**config.mk**
```make
export PLATFORM = sky130hd
export DESIGN_NAME = sit_top
export DESIGN_NICKNAME = d
export VERILOG_FILES = /design/src/hdl/sit_pkg.sv /design/src/hdl/sit_cycle.sv /design/src/hdl/sit_edge.sv /design/src/hdl/sit_top.sv
export SDC_FILE = /design/constraint.sdc
export NUM_CORES = 1
export LEC_CHECK = 0
export CORE_MARGIN = 5
export CORE_UTILIZATION = 57
export DETAILED_ROUTE_END_ITERATION = 10
export DONT_BUFFER_PORTS = 1
export PLACE_DENSITY = 0.86
export SYNTH_ARGS = -nofsm -noshare
export SYNTH_HDL_FRONTEND = slang
export SYNTH_SLANG_ARGS = --single-unit
export TNS_END_PERCENT = 100
```
**constraint.sdc**
```tcl
create_clock -name hclk -period 2.9 [get_ports hclk]
set_input_delay 0.725 -clock hclk [delete_from_list [all_inputs] [get_ports hclk]]
set_output_delay 0.725 -clock hclk [all_outputs]
set_load 0.01 [all_outputs]
```
**src/hdl/sit_pkg.sv**
```systemverilog
// shared constants, enumerations and state carriers of the interrupt timer
// assumes a 100 MHz bus clock and AHB-Lite register access
package sit_pkg;
	localparam int CLK_NS        = 10;
	localparam int TSTATE_NS     = 500;
	localparam int STATE_CYC     = (TSTATE_NS + CLK_NS - 1) / CLK_NS;
	localparam int STATES_PER_MC = 5;
	localparam int TMR_PRESCALE  = 32;
	localparam logic [5:0] DIV_LAST = 6'(STATE_CYC - 1);
	localparam logic [2:0] IDX_LAST = 3'(STATES_PER_MC - 1);
	localparam logic [4:0] PRE_LAST = 5'(TMR_PRESCALE - 1);

	localparam logic [11:0] EXT_VECTOR = 12'h003;
	localparam logic [11:0] TMR_VECTOR = 12'h007;
	localparam logic [7:0]  COUNT_MAX  = 8'hFF;
	localparam logic [11:0] RST_PC     = 12'h000;
	localparam logic [2:0]  RST_SP     = 3'h0;
	localparam logic [7:0]  RST_BYTE   = 8'h00;

	localparam logic [7:0] ADDR_CMD   = 8'h00;
	localparam logic [7:0] ADDR_ACC   = 8'h04;
	localparam logic [7:0] ADDR_STAT  = 8'h08;
	localparam logic [7:0] ADDR_CORE  = 8'h0C;
	localparam logic [7:0] ADDR_FLAGS = 8'h10;
	localparam logic [7:0] ADDR_COUNT = 8'h14;
	localparam logic [7:0] ADDR_DBB   = 8'h18;

	localparam int ST_IBF = 0;
	localparam int ST_TOVF = 1;
	localparam int ST_EXTP = 2;
	localparam int ST_TMRP = 3;
	localparam int ST_INSV = 4;
	localparam int ST_EXTE = 5;
	localparam int ST_TMRE = 6;
	localparam int ST_BUSY = 7;
	localparam int ST_HOLD = 8;
	localparam int ST_JTF = 9;
	localparam int ST_PIN = 10;
	localparam int ST_MODE = 11;
	localparam int CORE_SP = 12;
	localparam int FLG_BANK = 4;
	localparam int FLG_F0 = 5;
	localparam int FLG_F1 = 6;

	typedef enum logic [3:0] {
		OP_NOP = 4'h0, OP_EN_EXT = 4'h1, OP_DIS_EXT = 4'h2,
		OP_EN_TMR = 4'h3, OP_DIS_TMR = 4'h4, OP_START_COUNT = 4'h5,
		OP_START_TIMER = 4'h6, OP_STOP = 4'h7, OP_LOAD_COUNTER = 4'h8,
		OP_READ_COUNTER = 4'h9, OP_JUMP_TF = 4'hA, OP_RETURN = 4'hB,
		OP_IN_DBB = 4'hC, OP_OUT_PORTS = 4'hD
	} sit_op_e;
	typedef enum logic [2:0] {
		FSM_IDLE = 3'b001, FSM_CYC1 = 3'b010, FSM_CYC2 = 3'b100
	} sit_fsm_e;
	typedef enum logic [2:0] {
		MODE_STOP = 3'b001, MODE_TIMER = 3'b010, MODE_EVENT = 3'b100
	} sit_mode_e;

	typedef struct packed {
		logic       valid;
		logic       write;
		logic [7:0] addr;
	} sit_ahb_s;
	typedef struct packed {
		logic [5:0] div;
		logic [2:0] idx;
		logic [4:0] pre;
	} sit_cyc_s;
	typedef struct packed {
		sit_ahb_s        ahb;
		logic [31:0]     hrdata;
		sit_fsm_e        fsm;
		sit_op_e         op;
		sit_op_e         cmd_op;
		logic            cmd_pend;
		logic [7:0]      acc;
		logic [7:0]      count;
		sit_mode_e       mode;
		logic            tovf;
		logic            input_buffer_full_flag;
		logic [7:0]      dbb;
		logic            ext_pend;
		logic            tmr_pend;
		logic            in_service;
		logic            ext_en;
		logic            tmr_en;
		logic [11:0]     pc;
		logic [2:0]      sp;
		logic            bank;
		logic            f0;
		logic            f1;
		logic            jtf_taken;
		logic            ports_input;
		logic            wr_seen;
		logic [7:0][15:0] stack;
	} sit_state_s;

	function automatic logic op_two_cycle(sit_op_e op);
		return (op == OP_JUMP_TF) || (op == OP_RETURN);
	endfunction
endpackage

```
**src/hdl/sit_cycle.sv**
```systemverilog
// state clock and machine cycle generator with the timer prescaler
// assumes hclk at 100 MHz; mcyc_end and tmr_tick are one-clock enables, sync_out spans a whole state
`timescale 1ns/10ps
module sit_cycle import sit_pkg::*; (
	input  wire logic hclk,      // bus clock
	input  wire logic hresetn,   // async reset, active low
	output logic      mcyc_end,  // last clock of a machine cycle
	output logic      tmr_tick,  // every 32nd machine cycle end
	output logic      sync_out   // high in the first state of a cycle
);
	sit_cyc_s st, nx;
	logic     state_tick;

	assign state_tick = (st.div == DIV_LAST);
	assign mcyc_end   = state_tick && (st.idx == IDX_LAST);
	assign tmr_tick   = mcyc_end && (st.pre == PRE_LAST);
	assign sync_out   = (st.idx == 3'h0);

	always_comb begin
		nx = st;
		nx.div = state_tick ? 6'h00 : st.div + 6'h01;
		if (state_tick) begin
			nx.idx = (st.idx == IDX_LAST) ? 3'h0 : st.idx + 3'h1;
		end
		if (mcyc_end) begin
			nx.pre = st.pre + 5'h01;
		end
	end

	always_ff @(posedge hclk or negedge hresetn) begin
		if (!hresetn) begin
			st <= '0;
		end else begin
			st <= nx;
		end
	end
endmodule

```
**src/hdl/sit_edge.sv**
```systemverilog
// falling edge detector for the event input
// assumes the pin is already synchronous to hclk
`timescale 1ns/10ps
module sit_edge (
	input  wire logic hclk,     // bus clock
	input  wire logic hresetn,  // async reset, active low
	input  wire logic pin,      // event input level
	output logic      fall      // one clock pulse per falling edge
);
	logic prev, next_prev;

	// idle high, so a pin held low through reset counts one edge on the first clock after it
	assign next_prev = pin;
	assign fall      = prev && !pin;

	always_ff @(posedge hclk or negedge hresetn) begin
		if (!hresetn) begin
			prev <= 1'b1;
		end else begin
			prev <= next_prev;
		end
	end
endmodule

```
**src/hdl/sit_top.sv**
```systemverilog
// interrupt, timer/event counter, cycle and single-step control of a
// slave controller core, with its instruction stream fed over AHB-Lite
// assumes synchronous pins and a single master on the register bus
//
// Behaviour
// - master select plus write raises external request
// - sample per cycle, call address 3 afterwards
// - interrupt pushes PC and status like calls
// - one level; next taken in return's cycle two
// - external wins over simultaneous timer request
// - enabled timer request calls address 7
// - disabled timer overflow only sets the flag
// - disabled external request stays pending
// - 8-bit counter loaded and read via accumulator
// - reset stops counter but keeps its count
// - FF wraps to 00, flag and request
// - jump on flag clears flag; reset too
// - held timer request waits for the return
// - event mode counts event pin falling edges
// - timer mode counts machine cycles divided 32
// - five states per cycle, one/two cycle instructions
// - reset clears core state and disables interrupts
// - step input low halts between instructions
// - master write sets, buffer input clears flag
//
// The address map and the AHB-Lite register port were left to the implementer.
`timescale 1ns/10ps
module sit_top import sit_pkg::*; (
	input  wire logic        hclk,           // bus clock, 100 MHz
	input  wire logic        hresetn,        // async reset, active low
	input  wire logic        hsel,           // slave select
	input  wire logic [31:0] haddr,          // byte address
	input  wire logic [1:0]  htrans,         // transfer type
	input  wire logic        hwrite,         // write when high
	input  wire logic [2:0]  hsize,          // word only
	input  wire logic [31:0] hwdata,         // write data
	input  wire logic        hready,         // bus ready
	output logic             hreadyout,      // always ready
	output logic [31:0]      hrdata,         // registered read data
	output logic             hresp,          // always OKAY
	input  wire logic        cs_n,           // master chip select
	input  wire logic        wr_n,           // master write strobe
	input  wire logic        a0,             // master data/command select
	input  wire logic [7:0]  din,            // master data bus
	input  wire logic        event_input_pin, // event counter input
	input  wire logic        single_step_n,  // low holds the core
	output logic             sync_out,       // cycle sync
	output logic             port_input_mode // ports in input mode
);
	sit_state_s st, nx;
	logic ev_fall, mcyc_end, tmr_tick;
	logic ahb_take, dph_wr, ext_irq, tmr_irq, irq_accept;
	logic cnt_inc, cnt_ovf, mw_event, finish, boundary, call;
	logic [11:0] ret_pc, push_pc;
	logic [2:0]  push_sp;

	sit_cycle sit_cycle_i (
		.hclk     (hclk),
		.hresetn  (hresetn),
		.mcyc_end (mcyc_end),
		.tmr_tick (tmr_tick),
		.sync_out (sync_out)
	);

	sit_edge sit_edge_i (
		.hclk    (hclk),
		.hresetn (hresetn),
		.pin     (event_input_pin),
		.fall    (ev_fall)
	);

	function automatic logic [31:0] reg_read(logic [7:0] a, sit_state_s s);
		logic [31:0] r;
		r = 32'h0000_0000;
		case (a)
			ADDR_ACC: r[7:0] = s.acc;
			ADDR_STAT: begin
				r[ST_IBF]  = s.input_buffer_full_flag;
				r[ST_TOVF] = s.tovf;
				r[ST_EXTP] = s.ext_pend;
				r[ST_TMRP] = s.tmr_pend;
				r[ST_INSV] = s.in_service;
				r[ST_EXTE] = s.ext_en;
				r[ST_TMRE] = s.tmr_en;
				r[ST_BUSY] = s.cmd_pend;
				r[ST_HOLD] = !single_step_n;
				r[ST_JTF]  = s.jtf_taken;
				r[ST_PIN]  = s.ports_input;
				r[ST_MODE +: 3] = s.mode;
			end
			ADDR_CORE: begin
				r[11:0] = s.pc;
				r[CORE_SP +: 3] = s.sp;
			end
			ADDR_FLAGS: begin
				r[FLG_BANK] = s.bank;
				r[FLG_F0]   = s.f0;
				r[FLG_F1]   = s.f1;
			end
			ADDR_COUNT: r[7:0] = s.count;
			ADDR_DBB: r[7:0] = s.dbb;
			default: r = 32'h0000_0000;
		endcase
		return r;
	endfunction

	assign hreadyout       = 1'b1;
	assign hresp           = 1'b0;
	assign hrdata          = st.hrdata;
	assign port_input_mode = st.ports_input;

	assign ahb_take = hsel && htrans[1] && hready;
	assign dph_wr   = st.ahb.valid && st.ahb.write;
	// a held strobe is one request, taken on its first low cycle
	assign mw_event = !cs_n && !wr_n && !st.wr_seen;
	assign ext_irq  = st.ext_pend && st.ext_en;
	assign tmr_irq  = st.tmr_pend && st.tmr_en;
	assign irq_accept = (ext_irq || tmr_irq) && !st.in_service;
	assign cnt_inc  = ((st.mode == MODE_TIMER) && tmr_tick)
		|| ((st.mode == MODE_EVENT) && ev_fall);
	assign cnt_ovf  = cnt_inc && (st.count == COUNT_MAX);
	assign finish   = mcyc_end && (((st.fsm == FSM_CYC1)
		&& !op_two_cycle(st.op)) || (st.fsm == FSM_CYC2));
	assign boundary = mcyc_end && ((st.fsm == FSM_IDLE) || finish);
	assign call     = boundary && irq_accept;
	assign ret_pc   = (finish && (st.op == OP_RETURN))
		? st.stack[st.sp - 3'h1][11:0] : st.pc + 12'h001;
	// a return and a call at one boundary reuse the slot just popped
	assign push_sp  = (finish && (st.op == OP_RETURN))
		? st.sp - 3'h1 : st.sp;
	assign push_pc  = finish ? ret_pc : st.pc;

	always_comb begin
		nx = st;
		nx.wr_seen   = !cs_n && !wr_n;
		nx.ahb.valid = ahb_take;
		nx.ahb.write = hwrite;
		nx.ahb.addr  = haddr[7:0];
		if (ahb_take && !hwrite) begin
			nx.hrdata = reg_read(haddr[7:0], st);
		end

		if (cnt_inc) begin
			nx.count = st.count + 8'h01;
		end
		if (cnt_ovf) begin
			nx.tovf = 1'b1;
			if (st.tmr_en) begin
				// a fresh overflow replaces any held request
				nx.tmr_pend = 1'b1;
			end
		end

		if (dph_wr) begin
			case (st.ahb.addr)
				ADDR_CMD: begin
					if (!st.cmd_pend) begin
						nx.cmd_op   = sit_op_e'(hwdata[3:0]);
						nx.cmd_pend = 1'b1;
					end
				end
				ADDR_ACC: nx.acc = hwdata[7:0];
				ADDR_FLAGS: begin
					nx.bank = hwdata[FLG_BANK];
					nx.f0   = hwdata[FLG_F0];
					nx.f1   = hwdata[FLG_F1];
				end
				default: nx.acc = nx.acc;
			endcase
		end

		if (mcyc_end && (st.fsm == FSM_CYC1) && op_two_cycle(st.op)) begin
			nx.fsm = FSM_CYC2;
			if (st.op == OP_RETURN) begin
				nx.in_service = 1'b0;
			end
		end

		if (finish) begin
			nx.fsm = FSM_IDLE;
			nx.pc  = ret_pc;
			case (st.op)
				OP_EN_EXT: nx.ext_en = 1'b1;
				OP_DIS_EXT: nx.ext_en = 1'b0;
				OP_EN_TMR: nx.tmr_en = 1'b1;
				OP_DIS_TMR: nx.tmr_en = 1'b0;
				OP_START_COUNT: nx.mode = MODE_EVENT;
				OP_START_TIMER: nx.mode = MODE_TIMER;
				OP_STOP: nx.mode = MODE_STOP;
				OP_LOAD_COUNTER: nx.count = st.acc;
				OP_READ_COUNTER: nx.acc = st.count;
				OP_JUMP_TF: begin
					nx.jtf_taken = st.tovf;
					nx.tovf = cnt_ovf;
				end
				OP_IN_DBB: begin
					nx.acc = st.dbb;
					nx.input_buffer_full_flag = 1'b0;
				end
				OP_OUT_PORTS: nx.ports_input = 1'b0;
				OP_RETURN: begin
					nx.sp   = st.sp - 3'h1;
					nx.bank = st.stack[st.sp - 3'h1][12];
					nx.f0   = st.stack[st.sp - 3'h1][13];
				end
				default: nx.fsm = FSM_IDLE;
			endcase
		end

		if (boundary) begin
			if (irq_accept) begin
				// cy and ac live in the arithmetic unit, saved as zero
				nx.stack[push_sp] = {2'b00, nx.f0, nx.bank, push_pc};
				nx.sp = push_sp + 3'h1;
				nx.in_service = 1'b1;
				if (ext_irq) begin
					nx.pc = EXT_VECTOR;
					nx.ext_pend = 1'b0;
				end else begin
					nx.pc = TMR_VECTOR;
					// an overflow in the call's own cycle is a new request
					nx.tmr_pend = cnt_ovf && st.tmr_en;
				end
			end else if (st.cmd_pend && single_step_n) begin
				nx.fsm      = FSM_CYC1;
				nx.op       = st.cmd_op;
				nx.cmd_pend = 1'b0;
			end
		end

		// a master write in the same cycle as a clear still lands
		if (mw_event) begin
			nx.ext_pend = 1'b1;
			nx.input_buffer_full_flag = 1'b1;
			nx.dbb = din;
			nx.f1  = a0;
		end
	end

	// count and stack are data, left as they were through reset
	always_ff @(posedge hclk or negedge hresetn) begin
		if (!hresetn) begin
			st.ahb        <= '0;
			st.hrdata     <= 32'h0000_0000;
			st.fsm        <= FSM_IDLE;
			st.op         <= OP_NOP;
			st.cmd_op     <= OP_NOP;
			st.cmd_pend   <= 1'b0;
			st.acc        <= RST_BYTE;
			st.mode       <= MODE_STOP;
			st.tovf       <= 1'b0;
			st.input_buffer_full_flag        <= 1'b0;
			st.dbb        <= RST_BYTE;
			st.ext_pend   <= 1'b0;
			st.tmr_pend   <= 1'b0;
			st.in_service <= 1'b0;
			st.ext_en     <= 1'b0;
			st.tmr_en     <= 1'b0;
			st.pc         <= RST_PC;
			st.sp         <= RST_SP;
			st.bank       <= 1'b0;
			st.f0         <= 1'b0;
			st.f1         <= 1'b0;
			st.jtf_taken  <= 1'b0;
			st.ports_input <= 1'b1;
			st.wr_seen    <= 1'b0;
		end else begin
			st <= nx;
		end
	end
endmodule

```
==> summary.txt, run 1 <==
async set or reset register ratio after synthesis: 45.21%
DRT Pass-1 Iters: 6
setup ws final: 0.1671 ns
met2 routed WL: 11.00 mm
global-route wire length before repair: 36.78 mm
Syn Std Cell Area: 10160 µm²
Hold Fails Final Rpt: 0
postcts setup bufs: 0
final setup vio count: 0
Fill cells: 1205
Finished Cell Area: 11220 µm²
Worst IR Drop VDD: 0.5724 mV
pre-CTS WS: 0.1301 ns
Hold WS: 0.07981 ns
gr ovfl total: 0
crit path buf inv count: 1
Post-Synth Simple-Gate Area: 13.08%
Non-Filler Instances: 1056
Overall Global Routing Usage: 22.95%
most numerous cell in the Yosys netlist: edfxtp_1
Synth Area in XOR/XNOR: 1.995%
IO buf count: 0
Max Slew Vio Count: 0
vias after detailed routing: 6714
vias in the first global route: 6732
max cap viols: 0
Crit path max-delay family: simple AND/OR/NAND/NOR gates
largest family of logic cells by synthesized area: simple AND/OR/NAND/NOR gates
Unique masters post-synth: 76
Root Driver: clkbuf_16
kind of critical path: reg -> reg
CP max FO: 14
Mean Syn Cell Area: 12.73 µm²
DIE WIDTH: 143.5 µm
Via density: 6.358
placed instance area: 10490 µm²
met3 routed wirelength: 2.413 mm
clk_lat worst skew: 0.50 ns
post-synthesis compound-gate area fraction: 9.594%
TritonCTS clock tree: done
Met1 Wirelength: 9.286 mm
Std-Cell Rows: 48
pin count of the biggest net entering global routing: 96
diode count: 0
EDFF count, synth: 120
Synth Flop Type: edfxtp_1
final worst-path cycle share: 94.24%
run status: finished, final reports clean
Yosys reg bits: 219
Routed Antenna Nets: 0
P per Cell Area: 566.2 nW/µm²
Synthesis Warnings: 0
total power: 6.355 mW
Worst setup SP type: flop
Seq/Total Area, Yosys: 59.90%
post-DP HPWL: 15.48 mm
WP data required: 3.03 ns
RSZ-0062 raised after global routing: no
I/O pin cnt: 123
Yosys top cell by area: edfxtp_1
1st-iter DRT viols: 766
die area: 20590 µm²
Largest stage delay, worst path: 0.52 ns
drt drc: 0
layout cells sized above 1: 18.41%
Slowest-stage cell, CP: nor2_4
Die Y: 143.5 µm
Cells after Synth: 798
initial antenna violation count: 1
Leakage: 4.577 nW
area of the core: 17420 µm²
Least-Margin Pin Slew: 0.7019 ns
synth top area cells: edfxtp_1 (35%), dfrtp_1 (23%), mux4_2 (4.9%)
global placer's final weighted congestion: 0.9288
Final nets: 911
Clock Skew: 0.01145 ns
CTS buffer count: 22
H-tree depth: 1
synth cell count leaders: edfxtp_1 (120), dfrtp_1 (95), nor2_1 (82), nand2_1 (61), a21oi_1 (42)
final worst path period need: 2.733 ns
Max Freq: 365.9 MHz
Wirelength per Cell: 22.31 µm
mux share of post-synthesis cell area: 9.631%
Worst slew margin: 52.82%
crit-path cells: inv_1 > ha_1 > nor2b_1 > nand4_1 > nor2_2 > xnor2_1 > nand3_1 > nor2_4
CP Capture Type: flop
Hold Path Class: in -> async
drt total wl: 23.56 mm
Starting Density: 58.33%
clk buf depth: 3
Synth top area share: 35.47%
Synth Area in Adders: 1.108%
clk sinks: 219
clock-pin slew on the worst setup and hold paths: 0.06 ns
area added between synthesis and finish: 10.48%
final design utilization: 64.45%
setup TNS: 0 ns
placed cell count: 1015
top routing layer in use: met5
Data arrival, critical path: 2.86 ns
==> worst register-to-register path, cell delays in order, from the launching register on <==
cell,delay (ns)
dfrtp_1,0.40
inv_1,0.06
ha_1,0.14
nor2b_1,0.18
nand4_1,0.30
nor2_2,0.24
xnor2_1,0.22
nand3_1,0.30
nor2_4,0.52
==> sequential cells by signal, summed over array words and instances (netlist names) <==
name,count
st,188
hrdata,15
sit_cycle_i.st,14
port_input_mode,1
sit_edge_i.prev,1
==> report_power, final <==
part	internal [mW]	switching, mW
Combinational	0.0666	0.0916
Clock	1.63	1.12
Sequential	3.35	0.0965
Total	5.05	1.31
==> final timing paths <==
path,to,slack [ns],startpoint,cells past startpoint
max,st[73]$_DFFE_PP_,0.17,sit_cycle_i.st[9]$_DFF_PN0_,8
min,port_input_mode$_DFFE_PN1P_,0.08,hresetn,0
max reg2reg,st[73]$_DFFE_PP_,0.17,sit_cycle_i.st[9]$_DFF_PN0_,8
min reg2reg,sit_cycle_i.st[3]$_DFFE_PN0N_,0.49,sit_cycle_i.st[3]$_DFFE_PN0N_,1
max in group asynchronous,st[193]$_DFF_PN0_,2.39,hresetn,1
min in group hclk,sit_edge_i.prev$_DFF_PN1_,0.23,event_input_pin,0
==> timing repair <==
action,4_1_cts,5_1_grt
gates resized for setup,0,3
endpoints found under the setup margin,0,34
hold buffers,1,0
hold endpoints to repair,95,0
==> layout make-up <==
| type | count | area [µm²] | share of cell area, % |
|---|---|---|---|
| Sequential cell | 219 | 6086 | 54.22 |
| Multi-Input combinational cell | 513 | 3709 | 33.04 |
| Clock buffer | 36 | 654.4 | 5.830 |
| Timing Repair Buffer | 44 | 387.9 | 3.456 |
| Tap cell | 225 | 281.5 | 2.508 |
| Inverter | 15 | 56.30 | 0.5016 |
| Clock inverter | 4 | 50.05 | 0.4459 |
==> layout by cell type (no fill, tap or decap), types with 9 or more instances in the layout <==
| master | n |
|---|---|
| edfxtp_1 | 120 |
| nand4_1 | 12 |
| nand3_1 | 27 |
| nand2_1 | 61 |
| mux2i_1 | 19 |
| a21oi_1 | 42 |
| dfrtp_1 | 95 |
| conb_1 | 19 |
| clkbuf_16 | 23 |
| mux2_2 | 19 |
| xnor2_1 | 14 |
| a31oi_1 | 10 |
| mux4_2 | 22 |
| and3_1 | 9 |
| buf_4 | 40 |
| nor3_1 | 16 |
| inv_1 | 14 |
| a22oi_1 | 13 |
| o21ai_0 | 20 |
| clkbuf_1 | 10 |
| nor2_1 | 75 |
==> metal layers <==
layer,global-route usage (%),up-vias
li1,-,2952
met1,31.90,3246
met2,36.35,431
met3,4.692,83
met4,8.325,2
met5,0,-
==> kinds of logic after synthesis <==
| family | after synthesis |
|---|---|
| other | 2 |
| DFF | 219 |
| adders and majority gates | 9 |
| xor gates and xnor gates | 21 |
| muxes | 63 |
| AOI/OAI and AO/OA | 137 |
| and+or+nand+nor | 264 |
| buffers and inverters | 83 |
No activity file was read; power rests on OpenSTA's default activity.
==> inputs of run 2 (changes only) <==
--- a/config.mk
+++ b/config.mk
@@ -10,6 +10,7 @@
 export DETAILED_ROUTE_END_ITERATION = 10
 export DONT_BUFFER_PORTS = 1
 export PLACE_DENSITY = 0.86
+export SETUP_SLACK_MARGIN = 0.4
 export SYNTH_ARGS = -nofsm -noshare
 export SYNTH_HDL_FRONTEND = slang
 export SYNTH_SLANG_ARGS = --single-unit
==> summary.txt, run 2 (synthesis results as in run 1) <==
run status: finished, violations left
failing checks: hold timing
DRT Pass-1 Iters: 5 (-1)
Final nets: 922 (+1.2%)
Starting Density: 58.33% (unchanged)
DIE WIDTH: 143.5 µm (unchanged)
drt total wl: 24.66 mm (+4.7%)
WP data required: 3.16 ns (+0.13 ns)
Wirelength per Cell: 23.11 µm (+3.6%)
Data arrival, critical path: 2.77 ns (-0.09 ns)
Worst setup SP type: flop
RSZ-0062 raised after global routing: yes
Largest stage delay, worst path: 0.58 ns (+0.06 ns)
CTS buffer count: 22 (unchanged)
commonest non-fill, non-tap cell in the layout: edfxtp_1
Worst R2R Setup Slack: 0.38 ns (+0.22 ns)
max FFs per register: 188 (unchanged)
setup TNS: 0 ns (unchanged)
TritonCTS clock tree: done
gr ovfl total: 0 (unchanged)
Routed Antenna Nets: 0 (unchanged)
Via density: 6.407 (+0.77%)
Root Driver: clkbuf_16
Seq pwr share: 54.7% (+0.5 points)
clk_lat worst skew: 0.51 ns (about the same)
top routing layer in use: met4
Hold WS: -0.08006 ns (-0.1599 ns)
Worst IR Drop VDD: 0.5798 mV (+1.3%)
Int Pwr: 4.988 mW (-1.2%)
CP Launch Point: st[134]$_DFF_PN0_
met3 routed wirelength: 2.597 mm (+7.6%)
Leakage: 4.660 nW (+1.8%)
drt drc: 0 (unchanged)
Finished Cell Area: 11540 µm² (+2.8%)
layout cells sized above 1: 22.45% (+4.0 points)
1st-iter DRT viols: 838 (+9.4%)
Crit path max-delay family: multiplexers
CP max FO: 10 (-4)
Logic pwr share: 2.1% (-0.4 points)
initial antenna violation count: 0 (-1)
switching power: 1.300 mW (-0.64%)
IO buf count: 0 (unchanged)
Die Y: 143.5 µm (unchanged)
Largest Register: st
setup ws final: 0.3829 ns (+0.2158 ns)
Register-to-Register Path Depth: 8 (unchanged)
pin count of the biggest net entering global routing: 110 (+15%)
vias after detailed routing: 6836 (+1.8%)
Hold Fails Final Rpt: 95 (+95)
pre-CTS WS: 0.1507 ns (+0.02064 ns)
Worst R2R End: st[101]$_DFFE_PP_
Overall Global Routing Usage: 24.17% (+1.2 points)
max cap viols: 0 (unchanged)
clk sinks: 219 (unchanged)
total power: 6.288 mW (-1.1%)
final worst-path cycle share: 86.80% (-7.4 points)
Critical Path Sink: st[101]$_DFFE_PP_
Hold Path Class: in -> async
Clk pwr share: 43.2% (about the same)
clk buf depth: 3 (unchanged)
Worst slew margin: 45.03% (-7.8 points)
final setup vio count: 0 (unchanged)
CP Capture Type: flop
kind of critical path: reg -> reg
placed instance area: 10560 µm² (+0.72%)
diode count: 0 (unchanged)
Max Slew Vio Count: 0 (unchanged)
vias in the first global route: 6728 (-0.059%)
Sw Share: 20.68% (+0.087 points)
P per Cell Area: 544.9 nW/µm² (-3.8%)
crit path buf inv count: 2 (+1)
global-route wire length before repair: 38.23 mm (+4.0%)
post-DP HPWL: 15.99 mm (+3.3%)
Std-Cell Rows: 48 (unchanged)
most frequent cells in the layout: edfxtp_1 (120), dfrtp_1 (94), nor2_1 (68)
clock-pin slew on the worst setup and hold paths: 0.06 ns (about the same)
area of the core: 17420 µm² (unchanged)
H-tree depth: 1 (unchanged)
Least-Margin Pin Slew: 0.8196 ns (+0.1177 ns)
I/O pin cnt: 123 (unchanged)
Top Registers: st x188, hrdata x15, sit_cycle_i.st x14
Met1 Wirelength: 9.431 mm (+1.6%)
crit-path cells: inv_8 > ha_4 > xor2_4 > buf_12 > mux4_1 > mux2i_2 > o22ai_2 > a22o_4
final worst path period need: 2.517 ns (-0.2158 ns)
WP depth: 8 (unchanged)
Clock Skew: 0.01820 ns (+0.006742 ns)
worst r2r src: st[134]$_DFF_PN0_
Max Freq: 397.3 MHz (+8.6%)
global placer's final weighted congestion: 0.9401 (+1.2%)
area added between synthesis and finish: 13.58%
die area: 20590 µm² (unchanged)
met2 routed WL: 11.58 mm (+5.2%)
Slowest-stage cell, CP: mux4_1
[run 2: changes by cell type in the layout (fill, tap and decap cells not counted), sizes merged]
cell | before | now
clkinvlp | 0 | 1
inv | 16 | 15
a22o | 3 | 4
buf | 44 | 53
clkinv | 2 | 4
bufbuf | 0 | 1
clkbuf | 36 | 34
[run 2: layout make-up]
type                       instances  area (µm²)
fill                            1179        5877
inverter                          15       63.81
clock buffer                      34       625.6
multi-input combinational        514        3890
sequential                       219        6087
clock inverter                     6       67.56
timing repair buffer              54       524.3
tap                              225       281.5
[run 2: worst register-to-register path, cell delays in order (launching register included)]
cell and delay (ns):
dfrtp_2 0.44, inv_8 0.11, ha_4 0.18, xor2_4 0.18, buf_12 0.16, mux4_1 0.58
mux2i_2 0.19, o22ai_2 0.15, a22o_4 0.28
[run 2: stage by stage]
stage	std cells	util, %
after floorplan	815	-
after global placement	1014	60.63
after detailed placement	1014	60.63
after CTS	1064	65.63
after global routing	1067	66.26
final	1067	66.26
[run 2: how the worst min path moves through the flow]
stage | from | to | slack (ns) | cells after the start
after floorplan | hresetn | hrdata[0]$_DFFE_PN0P_ | 0.43 | 0
after global placement | hresetn | st[182]$_DFF_PN0_ | 0.43 | 0
after detailed placement | hresetn | st[182]$_DFF_PN0_ | 0.43 | 0
after CTS | hresetn | st[140]$_DFF_PN0_ | -0.11 | 0
after global routing | hresetn | st[140]$_DFF_PN0_ | -0.11 | 0
final | hresetn | hrdata[5]$_DFFE_PN0P_ | -0.08 | 0
[run 2: power by group through the flow]
stage | Sequential [mW] | Clock (mW) | Combinational (mW)
floorplan | 3.45 | 0 | 0.205
global placement | 3.50 | 0 | 0.118
detailed placement | 3.50 | 0 | 0.127
CTS | 3.44 | 2.74 | 0.129
global route | 3.45 | 2.89 | 0.146
finish | 3.44 | 2.72 | 0.130
[run 2: layer usage]
metal,global-route usage (%),up-vias
met2,38.20,383
met3,5.624,78
met1,32.99,3398
met4,9.217,0
li1,-,2977
met5,0,-
[run 2: repair_timing]
action | CTS | global route
cloned | 2 | 0
pin swaps | 6 | 6
endpoints found under the setup margin | 170 | 233
hold endpoints to repair | 95 | 95
buffers inserted | 8 | 3
gates resized for setup | 14 | 20
==> inputs of run 3 (changes only) <==
--- a/config.mk
+++ b/config.mk
@@ -6,10 +6,10 @@
 export NUM_CORES = 1
 export LEC_CHECK = 0
 export CORE_MARGIN = 5
-export CORE_UTILIZATION = 57
+export CORE_UTILIZATION = 64
 export DETAILED_ROUTE_END_ITERATION = 10
 export DONT_BUFFER_PORTS = 1
-export PLACE_DENSITY = 0.86
+export PLACE_DENSITY = 0.91
 export SETUP_SLACK_MARGIN = 0.4
 export SYNTH_ARGS = -nofsm -noshare
 export SYNTH_HDL_FRONTEND = slang
==> constraint.sdc (replaced) <==
create_clock -name hclk -period 2.75 [get_ports hclk]
set_input_delay 0.6875 -clock hclk [delete_from_list [all_inputs] [get_ports hclk]]
set_output_delay 0.6875 -clock hclk [all_outputs]
set_load 0.01 [all_outputs]
==> summary.txt, run 3 (synthesis results as in run 1) <==
drt drc: 0 (unchanged)
Worst slew margin: 56.04% (+11 points)
Die Y: 136.0 µm (-5.2%)
switching power: 1.446 mW (+11%)
die area: 18490 µm² (-10%)
P per Cell Area: 567.1 nW/µm² (+4.1%)
area of the core: 15710 µm² (-9.8%)
drt total wl: 28.95 mm (+17%)
pre-CTS WS: -0.1087 ns (-0.2594 ns)
Root Driver: clkbuf_16
clk sinks: 219 (unchanged)
Clk pwr share: 45.5% (+2.3 points)
Int Pwr: 5.486 mW (+10%)
Data arrival, critical path: 3.06 ns (+0.29 ns)
max FFs per register: 188 (unchanged)
run status: finished, violations left
most frequent cells in the layout: edfxtp_1 (120), dfrtp_1 (94), buf_4 (70)
H-tree depth: 1 (unchanged)
Final nets: 965 (+4.7%)
Hold Fails Final Rpt: 95 (unchanged)
post-DP HPWL: 16.47 mm (+3.0%)
global-route wire length before repair: 40.75 mm (+6.6%)
Least-Margin Pin Slew: 0.6538 ns (-0.1658 ns)
TritonCTS clock tree: done
clk_lat worst skew: 0.52 ns (about the same)
DIE WIDTH: 136.0 µm (-5.2%)
Routed Antenna Nets: 0 (unchanged)
RSZ-0062 raised after global routing: yes
kind of critical path: reg -> reg
failing checks: hold timing
1st-iter DRT viols: 918 (+9.5%)
initial antenna violation count: 0 (unchanged)
Worst R2R End: st[145]$_DFF_PN0_
Worst IR Drop VDD: 0.5767 mV (-0.54%)
Fill cells: 866 (-27%)
pin count of the biggest net entering global routing: 110 (unchanged)
area added between synthesis and finish: 20.30%
worst r2r src: st[137]$_DFF_PN0_
Via density: 6.664 (+4.0%)
commonest non-fill, non-tap cell in the layout: edfxtp_1
gr ovfl total: 0 (unchanged)
Largest Register: st
clock-pin slew on the worst setup and hold paths: 0.07 ns (about the same)
Register-to-Register Path Depth: 7 (-1)
Leakage: 4.956 nW (+6.3%)
vias in the first global route: 7376 (+9.6%)
setup TNS: 0 ns (unchanged)
clk buf depth: 3 (unchanged)
final worst-path cycle share: 96.54% (+9.7 points)
layout cells sized above 1: 29.15% (+6.7 points)
Worst setup SP type: flop
setup ws final: 0.09525 ns (-0.2877 ns)
Seq pwr share: 52.4% (-2.3 points)
WP data required: 3.16 ns (about the same)
final setup vio count: 0 (unchanged)
Std-Cell Rows: 46 (-4.2%)
Worst R2R Setup Slack: 0.1 ns (-0.29 ns)
final worst path period need: 2.655 ns (+0.1377 ns)
Starting Density: 64.66% (+6.3 points)
CP Capture Type: flop
diode count: 0 (unchanged)
vias after detailed routing: 7337 (+7.3%)
Max Slew Vio Count: 0 (unchanged)
IO buf count: 0 (unchanged)
Hold WS: -0.1330 ns (-0.05291 ns)
Clock Skew: 0.01507 ns (-0.003125 ns)
Overall Global Routing Usage: 28.89% (+4.7 points)
I/O pin cnt: 123 (unchanged)
Sw Share: 20.86% (+0.18 points)
Max Freq: 376.7 MHz (-5.2%)
max cap viols: 0 (unchanged)
Hold Path Class: in -> async
DRT Pass-1 Iters: 5 (unchanged)
Logic pwr share: 2.1% (about the same)
Top Registers: st x188, hrdata x15, sit_cycle_i.st x14
Wirelength per Cell: 26.30 µm (+14%)
global placer's final weighted congestion: 0.9142 (-2.8%)
CTS buffer count: 22 (unchanged)
CP Launch Point: st[137]$_DFF_PN0_
CP max FO: 5 (-5)
==> run 3: power groups by stage <==
stage	clock network [mW]	logic [mW]	registers [mW]
after floorplan	0	0.217	3.63
after global placement	0	0.127	3.69
after detailed placement	0	0.137	3.69
after CTS	3.15	0.141	3.63
after global routing	3.32	0.161	3.64
final	3.16	0.146	3.63
==> run 3: worst max path at each step <==
| stage | end | cells past startpoint |
|---|---|---|
| floorplan | st[103]$_DFFE_PP_ | 10 |
| finish | st[145]$_DFF_PN0_ | 7 |
| global placement | st[64]$_DFFE_PP_ | 5 |
| CTS | st[66]$_DFFE_PP_ | 10 |
| detailed placement | st[64]$_DFFE_PP_ | 5 |
| global route | st[142]$_DFF_PN0_ | 11 |
==> run 3: cell type report <==
| class | instances | area (µm²) | area share, % |
|---|---|---|---|
| clock buffer | 30 | 590.6 | 4.832 |
| clock inverter | 10 | 162.7 | 1.331 |
| inverter | 15 | 63.81 | 0.5221 |
| multi-input combinational | 514 | 4069 | 33.29 |
| sequential | 219 | 6087 | 49.81 |
| tap | 216 | 270.3 | 2.211 |
| timing repair buffer | 97 | 978.4 | 8.006 |
==> run 3: timing repair <==
item | in CTS | in global routing
gates cloned | 3 | 2
setup buffers | 18 | 28
setup endpoints to repair | 236 | 234
pin swaps | 11 | 24
resized for setup | 24 | 53
hold endpoints to repair | 95 | 95
==> run 3: metrics by stage <==
| step | area, µm² | utilization, % | power (mW) | hold slack (ns) | cells |
|---|---|---|---|---|---|
| 2_1_floorplan | 10400 | - | 3.851 | 0.3919 | 815 |
| 6_report | 12220 | 77.78 | 6.932 | -0.1330 | 1101 |
| 3_3_place_gp | 10670 | 67.93 | 3.814 | 0.3982 | 1010 |
| 5_1_grt | 12220 | 77.78 | 7.117 | -0.1467 | 1101 |
| 3_5_place_dp | 10670 | 67.93 | 3.829 | 0.3958 | 1010 |
| 4_1_cts | 11750 | 74.75 | 6.922 | -0.1361 | 1071 |
==> run 3: routing by layer <==
metal | up-vias | wire length, µm | GRT usage, %
li1 | 3063 | - | -
met1 | 3649 | 10730 | 36.98
met2 | 503 | 14210 | 49.20
met3 | 122 | 2493 | 5.033
met4 | 0 | 1524 | 11.98
met5 | - | 0 | 0
==> run 3: worst max-delay path, cell delays in order, from the launching register on <==
cell and delay [ns]:
dfrtp_1 0.46, ha_1 0.32, nand4_1 0.26, buf_4 0.23
o31ai_1 0.58, a41oi_2 0.30, buf_4 0.24, and2_1 0.16
